$ cat config.mk
export PLATFORM = sky130hd
export DESIGN_NAME = cmpc_top
export DESIGN_NICKNAME = d
export VERILOG_FILES = /design/src/hw/cmpc_pkg.sv /design/src/hw/cmpc_sync.sv /design/src/hw/cmpc_top.sv
export SDC_FILE = /design/constraint.sdc
export NUM_CORES = 1
export LEC_CHECK = 0
export BUFFER_PORTS_ARGS = -buffer_cell sky130_fd_sc_hd__buf_2
export CAP_MARGIN = 5
export CORE_MARGIN = 10
export CORE_UTILIZATION = 48
export DETAILED_ROUTE_END_ITERATION = 16
export PLACE_DENSITY = 0.85
export SYNTH_ARGS = -nofsm -noshare
export SYNTH_HDL_FRONTEND = slang
export SYNTH_SLANG_ARGS = --single-unit
$ cat constraint.sdc
create_clock -name hclk -period 1.8 [get_ports hclk]
set_clock_uncertainty 0.05 [all_clocks]
set_input_delay 0.18 -clock hclk [delete_from_list [all_inputs] [get_ports hclk]]
set_output_delay 0.18 -clock hclk [all_outputs]
set_load 0.03 [all_outputs]
$ cat src/hw/cmpc_pkg.sv
package cmpc_pkg;

  // register indices; byte address is four times the index
  localparam logic [7:0] IDX_CONFIG_B      = 8'h2F;
  localparam logic [7:0] IDX_CTRL_STATUS_A = 8'h30;
  localparam logic [7:0] IDX_DIDR          = 8'h31;
  localparam logic [7:0] IDX_IRQ_STATUS    = 8'h32;
  localparam logic [7:0] IDX_IRQ_MASK      = 8'h33;
  localparam logic [7:0] IDX_CAPTURE_CTRL  = 8'h34;
  localparam int         ADDR_SHIFT        = 2;

  // comparator_control_status_a fields
  localparam int A_POWER_OFF   = 7;
  localparam int A_POS_SEL2    = 6;
  localparam int A_OUT_SYNC    = 5;
  localparam int A_EVENT_FLAG  = 4;
  localparam int A_IRQ_ENABLE  = 3;
  localparam int A_CAPT_ROUTE  = 2;
  localparam int A_MODE_HI     = 1;
  localparam int A_MODE_LO     = 0;
  localparam logic [7:0] A_RESET    = 8'h00;
  localparam logic [7:0] A_WR_MASK  = 8'hCF;

  // comparator_config_b fields
  localparam int B_HYST_SEL    = 7;
  localparam int B_HYST_LEVEL  = 6;
  localparam int B_NEG_SEL_HI  = 3;
  localparam int B_NEG_SEL_LO  = 2;
  localparam int B_POS_SEL1    = 1;
  localparam int B_POS_SEL0    = 0;
  localparam logic [7:0] B_RESET    = 8'h00;
  localparam logic [7:0] B_WR_MASK  = 8'hCF;

  // digital_input_disable_0 fields
  localparam int D_NEG_BUF_OFF = 2;
  localparam int D_POS_BUF_OFF = 1;
  localparam logic [7:0] D_RESET    = 8'h00;

  // interrupt status / mask layout
  localparam int I_CMP_EVENT   = 0;
  localparam int I_CAPTURE     = 1;
  localparam int I_WIDTH       = 2;

  // capture control fields
  localparam int C_NOISE_CANCEL = 0;
  localparam int C_EDGE_RISING  = 1;
  localparam int C_IRQ_ENABLE   = 2;
  localparam int C_FLAG         = 3;
  localparam logic [7:0] C_RESET     = 8'h00;

  // event mode codes
  localparam logic [1:0] MODE_TOGGLE   = 2'b00;
  localparam logic [1:0] MODE_RESERVED = 2'b01;
  localparam logic [1:0] MODE_FALLING  = 2'b10;
  localparam logic [1:0] MODE_RISING   = 2'b11;

  // input select codes
  localparam logic [1:0] NEG_PIN     = 2'b00;
  localparam logic [1:0] NEG_ADC_MUX = 2'b01;
  localparam logic [2:0] POS_PIN     = 3'b000;
  localparam logic [2:0] POS_BANDGAP = 3'b100;

  localparam int NOISE_SAMPLES = 4;

  localparam logic [1:0] HTRANS_NONSEQ = 2'b10;
  localparam logic       HRESP_OKAY    = 1'b0;

endpackage

$ cat src/hw/cmpc_sync.sv
`timescale 1ns/1ps
`default_nettype none
module cmpc_sync #(
  parameter int WIDTH = 1
) (
  input  wire logic             hclk,    // system clock
  input  wire logic             hresetn, // async reset, active low
  input  wire logic [WIDTH-1:0] d_async, // level from another domain
  output logic      [WIDTH-1:0] q_sync   // synchronised level
);
  logic [WIDTH-1:0] stage1_reg;
  logic [WIDTH-1:0] stage2_reg;

  // stage1 feeds stage2 only, to keep metastability contained
  always_ff @(posedge hclk or negedge hresetn) begin
    if (!hresetn) begin
      stage1_reg <= '0;
      stage2_reg <= '0;
    end else begin
      stage1_reg <= d_async;
      stage2_reg <= stage1_reg;
    end
  end

  assign q_sync = stage2_reg;
endmodule
`default_nettype wire

$ cat src/hw/cmpc_top.sv
`timescale 1ns/1ps
`default_nettype none
// Behaviour
// - raw result high when positive exceeds negative
// - result synchronised, 1-2 cycles, read only
// - flag set on selected output event
// - flag cleared by vector or write one
// - request needs flag, enable, global enable
// - modes: toggle, reserved, falling, rising
// - route bit feeds capture front end
// - capture interrupt needs timer capture enable
// - hysteresis enable; level 20 or 50 mV
// - negative select: pin, ADC mux, reserved
// - positive select: pin, bandgap, reserved
// - unused config bits read zero
// - negative pin buffer off, reads zero
// - positive pin buffer off, reads zero
// - disable bit powers comparator off
module cmpc_top
  import cmpc_pkg::*;
#(
  parameter int ADDR_W   = 8,
  parameter int NC_DEPTH = NOISE_SAMPLES
) (
  input  wire logic              hclk,                     // system clock
  input  wire logic              hresetn,                  // async reset, active low
  input  wire logic              hsel,                     // slave select
  input  wire logic [ADDR_W-1:0] haddr,                    // byte address
  input  wire logic [1:0]        htrans,                   // transfer type
  input  wire logic              hwrite,                   // write when high
  input  wire logic [2:0]        hsize,                    // transfer size, word only
  input  wire logic [31:0]       hwdata,                   // write data
  input  wire logic              hready,                   // bus ready in
  output logic                   hreadyout,                // slave ready
  output logic                   hresp,                    // response
  output logic      [31:0]       hrdata,                   // read data
  input  wire logic              comparator_raw,           // analog core result, async
  input  wire logic              pos_input_pin_raw,        // positive pin digital level
  input  wire logic              neg_input_pin_raw,        // negative pin digital level
  input  wire logic              capture_pin_raw,          // timer capture pin level
  input  wire logic              global_irq_enable,        // cpu status word I bit
  input  wire logic              cmp_vector_taken,         // comparator vector pulse
  input  wire logic              capture_vector_taken,     // capture vector pulse
  output logic                   comparator_power_off,     // power down analog core
  output logic                   hysteresis_enable,        // hysteresis on
  output logic                   hysteresis_level_50mv,    // 50 mV when high, else 20 mV
  output logic                   neg_sel_pin,              // negative from pin
  output logic                   neg_sel_adc_mux,          // negative from ADC mux
  output logic                   pos_sel_pin,              // positive from pin
  output logic                   pos_sel_bandgap,          // positive from bandgap
  output logic                   pos_pin_input_buffer_off, // positive pin buffer off
  output logic                   neg_pin_input_buffer_off, // negative pin buffer off
  output logic                   port_a_bit_one,           // port read of positive pin
  output logic                   port_a_bit_two,           // port read of negative pin
  output logic                   cmp_irq_request,          // comparator vector request
  output logic                   capture_trigger,          // capture edge pulse to timer
  output logic                   timer_capture_irq,        // timer capture request
  output logic                   irq                       // summary interrupt, level
);

  localparam logic [7:0] D_BITS = 8'((1 << D_NEG_BUF_OFF) | (1 << D_POS_BUF_OFF));

  // ---------------- registers ----------------
  logic [7:0]         ctrl_a_reg;
  logic [7:0]         config_b_reg;
  logic [7:0]         didr_reg;
  logic [7:0]         capt_ctrl_reg;
  logic [I_WIDTH-1:0] irq_status_reg;
  logic [I_WIDTH-1:0] irq_mask_reg;

  logic [31:0]        hrdata_reg;
  logic               wr_pend_reg;
  logic [ADDR_W-1:0]  wr_addr_reg;

  logic               out_prev_reg;
  logic [NC_DEPTH-1:0] nc_hist_reg;
  logic               nc_level_reg;
  logic               capt_prev_reg;
  logic               port_one_reg;
  logic               port_two_reg;

  // ---------------- synchronisers ----------------
  logic [3:0] sync_q;
  // bits are synchronised independently; no ordering between pins is kept

  cmpc_sync #(
    .WIDTH (4)
  ) u_sync (
    .hclk    (hclk),
    .hresetn (hresetn),
    .d_async ({capture_pin_raw,
               neg_input_pin_raw,
               pos_input_pin_raw,
               comparator_raw}),
    .q_sync  (sync_q)
  );

  // analog core drives high when positive input is above negative
  // power off forces the visible result low, which may itself be a falling event
  wire cmp_powered = ~ctrl_a_reg[A_POWER_OFF];
  wire cmp_sync   = sync_q[0] & cmp_powered;
  wire pos_pin_s  = sync_q[1];
  wire neg_pin_s  = sync_q[2];
  wire capt_pin_s = sync_q[3];

  // ---------------- bus decode ----------------
  wire              xfer      = hsel & htrans[1] & hready;
  wire              wr_take   = xfer & hwrite;
  wire              rd_take   = xfer & ~hwrite;
  wire [ADDR_W-1:0] rd_index  = haddr >> ADDR_SHIFT;
  wire [ADDR_W-1:0] wr_index  = wr_addr_reg >> ADDR_SHIFT;
  wire [7:0]        wdata     = hwdata[7:0];

  wire wr_a    = wr_pend_reg & (wr_index == ADDR_W'(IDX_CTRL_STATUS_A));
  wire wr_b    = wr_pend_reg & (wr_index == ADDR_W'(IDX_CONFIG_B));
  wire wr_d    = wr_pend_reg & (wr_index == ADDR_W'(IDX_DIDR));
  wire wr_mask = wr_pend_reg & (wr_index == ADDR_W'(IDX_IRQ_MASK));
  wire wr_capt = wr_pend_reg & (wr_index == ADDR_W'(IDX_CAPTURE_CTRL));

  wire rd_stat = rd_take & (rd_index == ADDR_W'(IDX_IRQ_STATUS));

  // ---------------- comparator event ----------------
  wire [1:0] mode    = {ctrl_a_reg[A_MODE_HI], ctrl_a_reg[A_MODE_LO]};
  wire       rise    = cmp_sync & ~out_prev_reg;
  wire       fall    = ~cmp_sync & out_prev_reg;
  logic      cmp_event;

  always_comb begin
    case (mode)
      MODE_TOGGLE:   cmp_event = rise | fall;
      MODE_RESERVED: cmp_event = 1'b0;
      MODE_FALLING:  cmp_event = fall;
      MODE_RISING:   cmp_event = rise;
      default:       cmp_event = 1'b0;
    endcase
  end

  // an event in the clearing cycle wins over the clear
  wire flag_clr  = cmp_vector_taken | (wr_a & wdata[A_EVENT_FLAG]);
  wire flag_next = (ctrl_a_reg[A_EVENT_FLAG] & ~flag_clr) | cmp_event;

  // mode changes cannot fake an edge; out_prev_reg tracks the output in every mode
  wire [7:0] ctrl_a_wr   = (wdata & A_WR_MASK) | {3'b000, flag_next, 4'h0};
  wire [7:0] ctrl_a_keep = {ctrl_a_reg[7:5], flag_next, ctrl_a_reg[3:0]};
  wire [7:0] ctrl_a_next = wr_a ? ctrl_a_wr : ctrl_a_keep;

  // ---------------- capture front end ----------------
  // route off means the comparator never reaches the capture path
  wire capt_src   = ctrl_a_reg[A_CAPT_ROUTE] ? cmp_sync : capt_pin_s;
  wire nc_all_hi  = &nc_hist_reg;
  wire nc_all_lo  = ~|nc_hist_reg;
  // the filter adds NC_DEPTH samples plus one edge of latency
  wire nc_next    = nc_all_hi ? 1'b1 : (nc_all_lo ? 1'b0 : nc_level_reg);
  wire capt_level = capt_ctrl_reg[C_NOISE_CANCEL] ? nc_level_reg : capt_src;
  wire capt_rise  = capt_level & ~capt_prev_reg;
  wire capt_fall  = ~capt_level & capt_prev_reg;
  wire capt_edge  = capt_ctrl_reg[C_EDGE_RISING] ? capt_rise : capt_fall;

  wire capt_clr  = capture_vector_taken | (wr_capt & wdata[C_FLAG]);
  wire capt_flag = (capt_ctrl_reg[C_FLAG] & ~capt_clr) | capt_edge;
  wire [7:0] capt_wr   = {4'h0, capt_flag, wdata[2:0]};
  wire [7:0] capt_keep = {4'h0, capt_flag, capt_ctrl_reg[2:0]};
  wire [7:0] capt_ctrl_next = wr_capt ? capt_wr : capt_keep;

  // ---------------- summary interrupt ----------------
  wire [I_WIDTH-1:0] irq_set    = {capt_edge, cmp_event};
  wire [I_WIDTH-1:0] irq_clr    = rd_stat ? {I_WIDTH{1'b1}} : {I_WIDTH{1'b0}};
  // a set in the clearing cycle survives the read
  wire [I_WIDTH-1:0] irq_status_next = (irq_status_reg & ~irq_clr)
                                       | irq_set;
  wire [I_WIDTH-1:0] irq_pending     = irq_status_reg & irq_mask_reg;

  // ---------------- read mux ----------------
  wire [7:0] ctrl_a_view = {ctrl_a_reg[7:6], cmp_sync, ctrl_a_reg[4:0]};
  wire [7:0] config_b_view = config_b_reg & B_WR_MASK;
  wire [7:0] didr_view     = didr_reg & D_BITS;
  wire [7:0] status_view   = 8'(irq_status_reg);
  wire [7:0] mask_view     = 8'(irq_mask_reg);
  logic [7:0] rd_byte;

  always_comb begin
    case (rd_index)
      ADDR_W'(IDX_CTRL_STATUS_A): rd_byte = ctrl_a_view;
      ADDR_W'(IDX_CONFIG_B):      rd_byte = config_b_view;
      ADDR_W'(IDX_DIDR):          rd_byte = didr_view;
      ADDR_W'(IDX_IRQ_STATUS):    rd_byte = status_view;
      ADDR_W'(IDX_IRQ_MASK):      rd_byte = mask_view;
      ADDR_W'(IDX_CAPTURE_CTRL):  rd_byte = capt_ctrl_reg;
      default:                    rd_byte = 8'h00;
    endcase
  end

  // ---------------- bus state ----------------
  always_ff @(posedge hclk or negedge hresetn) begin
    if (!hresetn) begin
      wr_pend_reg <= 1'b0;
      wr_addr_reg <= '0;
      hrdata_reg  <= 32'h0000_0000;
    end else begin
      // a write lands one edge after its data phase opens
      wr_pend_reg <= wr_take;
      if (wr_take) begin
        wr_addr_reg <= haddr;
      end
      if (rd_take) begin
        hrdata_reg <= {24'h00_0000, rd_byte};
      end
    end
  end

  // ---------------- control registers ----------------
  always_ff @(posedge hclk or negedge hresetn) begin
    if (!hresetn) begin
      ctrl_a_reg   <= A_RESET;
      config_b_reg <= B_RESET;
      didr_reg     <= D_RESET;
      irq_mask_reg <= '0;
    end else begin
      // the flag is rebuilt every cycle, so this register has no write enable
      ctrl_a_reg <= ctrl_a_next;
      if (wr_b) begin
        config_b_reg <= wdata & B_WR_MASK;
      end
      if (wr_d) begin
        didr_reg <= wdata & D_BITS;
      end
      if (wr_mask) begin
        irq_mask_reg <= wdata[I_WIDTH-1:0];
      end
    end
  end

  // ---------------- event and capture state ----------------
  always_ff @(posedge hclk or negedge hresetn) begin
    if (!hresetn) begin
      out_prev_reg   <= 1'b0;
      nc_hist_reg    <= '0;
      nc_level_reg   <= 1'b0;
      capt_prev_reg  <= 1'b0;
      capt_ctrl_reg  <= C_RESET;
      irq_status_reg <= '0;
    end else begin
      out_prev_reg   <= cmp_sync;
      nc_hist_reg    <= {nc_hist_reg[NC_DEPTH-2:0], capt_src};
      nc_level_reg   <= nc_next;
      capt_prev_reg  <= capt_level;
      capt_ctrl_reg  <= capt_ctrl_next;
      irq_status_reg <= irq_status_next;
    end
  end

  // ---------------- port pin readback ----------------
  always_ff @(posedge hclk or negedge hresetn) begin
    if (!hresetn) begin
      port_one_reg <= 1'b0;
      port_two_reg <= 1'b0;
    end else begin
      port_one_reg <= pos_pin_s & ~didr_reg[D_POS_BUF_OFF];
      port_two_reg <= neg_pin_s & ~didr_reg[D_NEG_BUF_OFF];
    end
  end

  // ---------------- analog controls ----------------
  wire [1:0] neg_code = {config_b_reg[B_NEG_SEL_HI], config_b_reg[B_NEG_SEL_LO]};
  wire [2:0] pos_code = {ctrl_a_reg[A_POS_SEL2], config_b_reg[B_POS_SEL1],
                         config_b_reg[B_POS_SEL0]};

  // reserved codes leave every source switch open
  assign neg_sel_pin     = (neg_code == NEG_PIN);
  assign neg_sel_adc_mux = (neg_code == NEG_ADC_MUX);
  assign pos_sel_pin     = (pos_code == POS_PIN);
  assign pos_sel_bandgap = (pos_code == POS_BANDGAP);

  assign comparator_power_off  = ctrl_a_reg[A_POWER_OFF];
  assign hysteresis_enable     = config_b_reg[B_HYST_SEL];
  assign hysteresis_level_50mv = config_b_reg[B_HYST_SEL] & config_b_reg[B_HYST_LEVEL];

  assign pos_pin_input_buffer_off = didr_reg[D_POS_BUF_OFF];
  assign neg_pin_input_buffer_off = didr_reg[D_NEG_BUF_OFF];
  assign port_a_bit_one           = port_one_reg;
  assign port_a_bit_two           = port_two_reg;

  // ---------------- interrupt outputs ----------------
  assign cmp_irq_request   = ctrl_a_reg[A_EVENT_FLAG]
                             & ctrl_a_reg[A_IRQ_ENABLE]
                             & global_irq_enable;
  assign capture_trigger   = capt_edge;
  assign timer_capture_irq = capt_ctrl_reg[C_FLAG] & capt_ctrl_reg[C_IRQ_ENABLE];
  assign irq               = |irq_pending;

  // ---------------- bus answers ----------------
  // zero wait states; sizes other than word are treated as word
  assign hreadyout = 1'b1;
  assign hresp     = HRESP_OKAY;
  assign hrdata    = hrdata_reg;

endmodule
`default_nettype wire

Word-level counts from Yosys, hierarchy flattened
Index checks and enable logic that the tools add are counted.
{"block": "totals", "regBits": 62, "latchBits": 0, "ram_bits": 0, "rom_bits": 0, "inputBits": 57, "output_inout_bits": 49, "elab_cells": 96, "memories": 0}
{"block": "op_classes", "add_sub_neg": 0, "multipliers": 0, "div_mod_pow": 0, "magnitude_cmp": 0, "n_eq_ne": 17, "shift": 0, "n_mux": 9, "bitwise_logic": 45, "reduce_logical": 6}
{"op": "6-bit == test, second input constant", "n": 11}
{"op": "8-bit one-hot mux with 6 select lines", "n": 1}
{"op": "1-bit bitwise AND", "n": 25}
{"op": "1-bit NOT", "n": 10}
{"op": "8-bit by 5-bit bitwise OR with 8-bit output", "n": 1}
{"op": "1-bit 2-to-1 mux", "n": 5}
{"op": "5-bit 2-to-1 mux", "n": 1}
{"op": "1-bit bitwise OR", "n": 5}
{"op": "2-bit bitwise AND", "n": 2}
{"op": "2-bit by 1-bit == test with 1-bit output, second input constant", "n": 2}
{"op": "2-bit == test, second input constant", "n": 2}
{"op": "2-bit logical NOT", "n": 2}
{"op": "1-bit one-hot mux with 4 select lines", "n": 1}
{"op": "4-bit AND reduction", "n": 1}
{"op": "4-bit OR reduction", "n": 1}
{"op": "3-bit == test, second input constant", "n": 1}
{"op": "3-bit logical NOT", "n": 1}
{"op": "2-bit 2-to-1 mux", "n": 1}
{"op": "2-bit != test, second input constant", "n": 1}
{"op": "2-bit NOT", "n": 1}
{"op": "2-bit bitwise OR", "n": 1}
{"op": "2-bit OR reduction", "n": 1}

Longest topological paths before layout
Gate-level depths: netlist of the first run.
{"block": "depth", "ltp_word": 9, "depth_mapped": 7, "ltp_nobuf": 7}

Modules after synthesis
Synthesis of the first run repeated with hierarchy kept, for this count alone.
{"block": "hier_totals", "cells_unflattened": 226, "area_unflattened_um2": 2595.0}
{"module": "cmpc_top", "n_inst": 1, "cells_each": 218, "area_per_inst_um2": 2394.8, "seq_area_each_um2": 1176.1}
{"module": "cmpc_sync", "n_inst": 1, "cells_each": 8, "area_per_inst_um2": 200.2, "seq_area_each_um2": 200.2}

Worst setup path after synthesis of the first run
No wires, ideal clock.
{"block": "synth_path", "path_kind": "reg-to-reg", "startpoint": "register ctrl_a_reg[7]", "endpoint": "register capt_ctrl_reg[3]", "setup_ns": 0.068, "arrival_time_ns": 1.914, "required_time_ns": 1.682, "path_slack_ns": -0.233, "path_stages_with_launch": 5, "n_path_buf": 0, "period_less_slack_ns": 2.033, "cell_sequence": "dfrtp_1 and3b_1 o31ai_1 mux2i_1 nand2b_1"}
{"block": "synth_via", "elab_chain_len": 8, "word_cells_on_any_way": 9, "cone_classes": "mux (3); bitwise (6)"}
{"element": "from (decl)", "line": "cmpc_top.sv:64", "source": "logic [7:0] ctrl_a_reg;"}
{"element": "from (signal assigned)", "line": "cmpc_top.sv:220", "source": "ctrl_a_reg <= ctrl_a_next;"}
{"element": "1-bit NOT *", "line": "cmpc_top.sv:100", "source": "wire cmp_powered = ~ctrl_a_reg[A_POWER_OFF];"}
{"element": "1-bit bitwise AND *", "line": "cmpc_top.sv:101", "source": "wire cmp_sync = sync_q[0] & cmp_powered;"}
{"element": "1-bit 2-to-1 mux *", "line": "cmpc_top.sv:149", "source": "wire capt_src = ctrl_a_reg[A_CAPT_ROUTE] ? cmp_sync : capt_pin_s;"}
{"element": "1-bit 2-to-1 mux *", "line": "cmpc_top.sv:154", "source": "wire capt_level = capt_ctrl_reg[C_NOISE_CANCEL] ? nc_level_reg : capt_src;"}
{"element": "1-bit NOT", "line": "cmpc_top.sv:156", "source": "wire capt_fall = ~capt_level & capt_prev_reg;"}
{"element": "1-bit bitwise AND", "line": "cmpc_top.sv:156"}
{"element": "1-bit 2-to-1 mux *", "line": "cmpc_top.sv:157", "source": "wire capt_edge = capt_ctrl_reg[C_EDGE_RISING] ? capt_rise : capt_fall;"}
{"element": "via capture_trigger", "line": "cmpc_top.sv:56", "source": "output logic capture_trigger,"}
{"element": "1-bit bitwise OR *", "line": "cmpc_top.sv:160", "source": "wire capt_flag = (capt_ctrl_reg[C_FLAG] & ~capt_clr) | capt_edge;"}
{"element": "via capt_flag", "line": "cmpc_top.sv:160"}
{"element": "to (signal assigned)", "line": "cmpc_top.sv:247", "source": "capt_ctrl_reg <= capt_ctrl_next;"}
{"element": "to (decl)", "line": "cmpc_top.sv:67", "source": "logic [7:0] capt_ctrl_reg;"}
The timed path passes the listed nets; every way through them passes the cells marked *.
A chain may end at the register's enable or synchronous reset.

Worst setup path after layout of the first run
{"block": "layout_path", "startpoint": "register ctrl_a_reg[7]", "endpoint": "output capture_trigger"}
{"block": "layout_via", "elab_chain_len": 7, "word_cells_on_any_way": 8, "cone_classes": "mux (3); bitwise (5)"}
{"element": "1-bit NOT *", "line": "cmpc_top.sv:100"}
{"element": "1-bit bitwise AND *", "line": "cmpc_top.sv:101"}
{"element": "1-bit 2-to-1 mux *", "line": "cmpc_top.sv:149"}
{"element": "1-bit 2-to-1 mux *", "line": "cmpc_top.sv:154"}
{"element": "1-bit NOT", "line": "cmpc_top.sv:156"}
{"element": "1-bit bitwise AND", "line": "cmpc_top.sv:156"}
{"element": "1-bit 2-to-1 mux *", "line": "cmpc_top.sv:157"}
{"element": "to (decl)", "line": "cmpc_top.sv:56"}
Mark *: on every way between the ends. The rest lies on a longest branch, timed or not.

==> impl_metrics.ini, run 1 <==
[synth]
ys.flop_type = dfrtp_1
syn_inst = 222
synth_edf_count = 0
yosys-top-cells-area = dfrtp_1 (54%), mux2_2 (8.4%), buf_4 (7.7%)
synth_area_per_cell_um2 = 11.48
yosysWarningCount = 0
synth.distinct_cells = 44
ys_seq_area_share_pct = 54.00
synth_top_cell_area_share_pct = 54.00
async_flop_share_pct = 100.0
netlist_area_um2 = 2549
synthTopCellsByCount = dfrtp_1 (55), nand2_1 (29), buf_4 (26), mux2_2 (19), nor2_1 (10)
yosysMostFrequentCell = dfrtp_1
synth_top_area_cell = dfrtp_1
ys_ff_latch = 55

[power]
powerDensity_nw_per_um2 = 839.8
total_power_mw = 2.548
max-vdd-ir-drop_mv = 0.5393
power.leakage_nw = 1.509

[sta]
hold_ws_ns = 0.05715
setup_ws_ns = -0.03207
fin_crit_ns = 1.832
finalCritPeriodShare_pct = 101.8
slew_headroom_pct = 66.63
worst_slew_pin_slew_ns = 0.4992
fmax_ghz = 0.5458
hold_viol = 0
finalSetupViolations = 1
slew_violations = 0
rsz0062_at_grt = true

[final_layout]
drive_above_1_share_pct = 34.36
multi_input_comb_area_um2 = 1059
largest_reg_flops = 8
antenna_cells = 0
postLayoutCoreUtil_pct = 59.03
num-nets-final = 349
area_growth_pct = 19.05
seqCellArea_um2 = 1378
nFillCells = 437
final_area_um2 = 3034

[grt]
grt_pass1_wl_mm = 9.501
grt_max_degree = 56
grt-ovfl-total = 0
grtUsageTotal_pct = 13.74
antenna_found_initial = 0
first_global_vias = 1876

[route]
first_iter_violations = 118
routed_wl_mm = 5.809
drc_errors = 0
antenna_left = 0
wl_per_cell_um = 16.09
first_pass_iters = 5
vias_per_cell = 5.108
vias = 1844

[worst_setup_path]
arrival_ns = 1.60
r2r-start = ctrl_a_reg[2]
r2r_end = irq_status_reg[1]
cp.required_ns = 1.57
path_class = reg2out
reg2reg_depth = 8
crit_end = capture_trigger
crit_path_start = ctrl_a_reg[7]
cp-end-kind = output pin
cp_max_fo = 2
reg2reg_slack_ns = 0.08
cp-start-kind = flop

[outcome]
status = finished with violations
violations = setup timing

[cts]
htree_levels = 2
cts_root_buf = clkbuf_8
clkLatencyLatePin_ns = 0.31
path_clk_slew_ns = 0.10
numCtsBuffers = 5
cts_sinks = 55
cts_tree = built
cts_buffer_depth = 2

[min_path]
min_path_type = in2reg

[placed_design]
dpl_cell_area_um2 = 2855
io_buffers = 48
post-dp-hpwl_mm = 4.371
gp_congestion = 0.8667

[floorplan]
die_h_um = 92.87
ios = 106
num_rows = 26
start_util_pct = 49.59
die_area_um2 = 8625
fp.dieW_um = 92.87
core_um2 = 5140

[flow_run]
maxCapViolations = 0
## layer usage
metal,part of all wire [%],wire (µm),vias to the layer above,global-route usage (%)
li1,-,-,862,-
met1,40,2347,903,16.02
met2,49,2850,72,22.49
met3,9.3,539,7,5.892
met4,1.2,72,0,3.985
met5,0,0,-,0
## cells in the final DEF, fill, tap and decap left out, types with 3 or more instances in the layout
| master | instances |
|---|---|
| a21oi_1 | 5 |
| a221oi_1 | 3 |
| buf_2 | 47 |
| buf_4 | 12 |
| clkbuf_8 | 5 |
| conb_1 | 26 |
| dfrtp_1 | 54 |
| dlygate4sd3_1 | 5 |
| inv_1 | 6 |
| mux2_2 | 19 |
| mux2i_1 | 3 |
| nand2_1 | 29 |
| nand2b_1 | 6 |
| nand3_1 | 3 |
| nand4b_1 | 3 |
| nor2_1 | 10 |
| nor2b_1 | 5 |
| nor3_1 | 7 |
| o21ai_0 | 3 |
## worst min-delay path by stage
stage / start / end / cells after the start
after floorplan: hresetn / capt_ctrl_reg[0] / 0
after global placement: hresetn / u_sync.stage1_reg[1] / 2
after detailed placement: hresetn / u_sync.stage1_reg[1] / 2
after CTS: haddr[7] / wr_addr_reg[7] / 3
after global routing: hwdata[7] / ctrl_a_reg[7] / 2
final: hwdata[7] / ctrl_a_reg[7] / 2
## stage by stage
step	cells	TNS (ns)	worst slack [ns]
after global routing	361	-0.08991	-0.08991
after CTS	360	-0.04895	-0.04895
after floorplan	246	0	0.05484
final	361	-0.03207	-0.03207
after detailed placement	345	0	0.08979
after global placement	345	0	0.07788
## critical path: stages, from the launching register on
cell and delay (ns):
dfrtp_2 0.39, and3b_1 0.21, o31ai_4 0.23, mux2i_2 0.29
buf_6 0.17
## power breakdown
part / switching (mW) / leakage, nW / internal, mW
sequential: 0.0858 / 0.690 / 1.33
clock: 0.388 / 0.0422 / 0.274
combinational: 0.300 / 0.776 / 0.168
## layout make-up
cell class              instances  area share, %
flip-flops and latches         55          45.40
clock buffers                   7          2.515
well taps                      70          2.887
clock inverters                 1         0.1649
multi-input cells             156          34.89
repair buffers                 66          13.40
inverters                       6         0.7423
## cells by family after synthesis
family,Yosys count,synth area share (%)
AND/OR/NAND/NOR,83,19.24
flip-flops,55,54.00
buffers and inverters,35,9.082
multiplexers,24,10.85
AO/OA/AOI/OAI,21,5.548
adder cells (fa/ha/maj),2,0.9817
other,2,0.2947
## what timing repair did
| action | in CTS | in global routing |
|---|---|---|
| resized for setup | 3 | 2 |
| hold buffers | 5 | 0 |
| setup endpoints to repair | 1 | 3 |
| pin swaps | 1 | 0 |
| hold endpoints to repair | 59 | 0 |
| buffers inserted | 2 | 1 |
No activity file was read; power rests on OpenSTA's default activity.
==> run 2: changes to the inputs <==
- CTS_CLUSTER_SIZE: default -> 24
- SKIP_CTS_REPAIR_TIMING: default -> 1
- TNS_END_PERCENT: default -> 100
==> impl_metrics.ini, run 2 (synthesized netlist as in run 1, its figures left out) <==
[worst_setup_path]
reg2reg_depth = 3
critPathTopFamily = flip-flops
max_stage_delay_ns = 0.41
r2r-start = wr_addr_reg[5]
cp-start-kind = flop
cp-end-kind = output pin
arrival_ns = 1.64
path_cells = and3b_1 > o31ai_4 > mux2i_2 > buf_6
cp_max_fo = 5
cp.required_ns = 1.57
worstSetupPathDepth = 4
path_class = reg2out
crit_path_start = ctrl_a_reg[7]
cp_num_buf_inv = 1
critPathSlowestCell = dfrtp_2

[sta]
worst_slew_pin_slew_ns = 0.4986
fin_tns_setup_ns = -0.06592
slew_violations = 0
finalSetupViolations = 1
rsz0062_at_grt = true
fmax_ghz = 0.5359
hold_viol = 0
slew_headroom_pct = 66.68
finalCritPeriodShare_pct = 103.7
setup_ws_ns = -0.06592
fin_crit_ns = 1.866

[floorplan]
die_area_um2 = 8625
die_h_um = 92.87
start_util_pct = 49.59
num_rows = 26
ios = 106
core_um2 = 5140
fp.dieW_um = 92.87

[outcome]
status = finished with violations
violations = setup timing

[placed_design]
gp_congestion = 0.8667
io_buffers = 48
post-dp-hpwl_mm = 4.371
dpl_cell_area_um2 = 2855

[final_layout]
nFillCells = 442
largest_reg_flops = 8
final_cell_mix = dfrtp_1 (54), buf_2 (47), nand2_1 (29)
antenna_cells = 0
final_area_um2 = 3015
num-nets-final = 347
area_growth_pct = 18.31
drive_above_1_share_pct = 33.56
final_common_cell = dfrtp_1

[min_path]
min_path_type = in2reg
hold_path_depth = 2
hp-start = hwdata[7]

[route]
vias_per_cell = 5.047
routed_wl_mm = 5.763
antenna_left = 0
wl_per_cell_um = 16.05
vias = 1812
first_iter_violations = 119
drc_errors = 0
first_pass_iters = 4

[grt]
antenna_found_initial = 0
grt-ovfl-total = 0
first_global_vias = 1816
grt_max_degree = 56
grt_pass1_wl_mm = 9.308
grtUsageTotal_pct = 13.46

[power]
power.leakage_nw = 1.498
max-vdd-ir-drop_mv = 0.5436
powerDensity_nw_per_um2 = 842.7

[cts]
cts_sinks = 55
numCtsBuffers = 5
path_clk_slew_ns = 0.10
htree_levels = 2
cts_tree = built
cts_root_buf = clkbuf_8
clkLatencyLatePin_ns = 0.31
cts_buffer_depth = 2

[flow_run]
maxCapViolations = 0
==> run 2: cell count changes in the layout (fill, tap and decap cells not counted) <==
cell     previous run  this run
buf_4              12        10
a21oi_1             5         6
a21oi_2             1         0
==> run 2: power breakdown <==
part	total [mW]	leakage (nW)	internal (mW)	switching, mW
Combinational	0.458	0.765	0.162	0.295
Sequential	1.42	0.690	1.33	0.0861
Clock	0.665	0.0422	0.274	0.391
Total	2.54	1.50	1.77	0.772
==> run 2: final timing paths <==
check,endpoint,slack [ns]
max reg2reg,irq_mask_reg[0],0.08
max,capture_trigger,-0.07
min reg2reg,u_sync.q_sync[0],0.30
min in group asynchronous,u_sync.stage1_reg[1],0.33
max in group asynchronous,ctrl_a_reg[7],1.10
min,ctrl_a_reg[7],0.05
==> run 2: final cells by class <==
class | instances | area [µm²] | area share (%)
flip-flops and latches | 55 | 1378 | 45.68
multi-input cells | 156 | 1055 | 34.98
repair buffers | 64 | 391.6 | 12.99
well taps | 70 | 87.58 | 2.905
clock buffers | 7 | 76.32 | 2.531
inverters | 6 | 22.52 | 0.7469
clock inverters | 1 | 5.005 | 0.1660
==> run 2: routing by layer <==
metal / wire (µm) / global-route usage (%) / up-vias
li1: - / - / 853
met1: 2351 / 15.83 / 895
met2: 2849 / 21.85 / 58
met3: 493 / 5.730 / 6
met4: 68 / 3.985 / 0
met5: 0 / 0 / -
==> run 2: stage by stage <==
| stage | std cells | util [%] | hold WS, ns | power (mW) | setup slack, ns |
|---|---|---|---|---|---|
| 2_1_floorplan | 246 | - | -0.1656 | 1.756 | 0.05484 |
| 3_3_place_gp | 345 | 55.55 | 0.1435 | 1.862 | 0.07788 |
| 3_5_place_dp | 345 | 55.55 | 0.1506 | 1.882 | 0.08979 |
| 4_1_cts | 353 | 57.13 | -0.1937 | 2.540 | -0.2258 |
| 5_1_grt | 359 | 58.67 | 0.04500 | 2.669 | -0.1377 |
| 6_report | 359 | 58.67 | 0.05437 | 2.541 | -0.06592 |
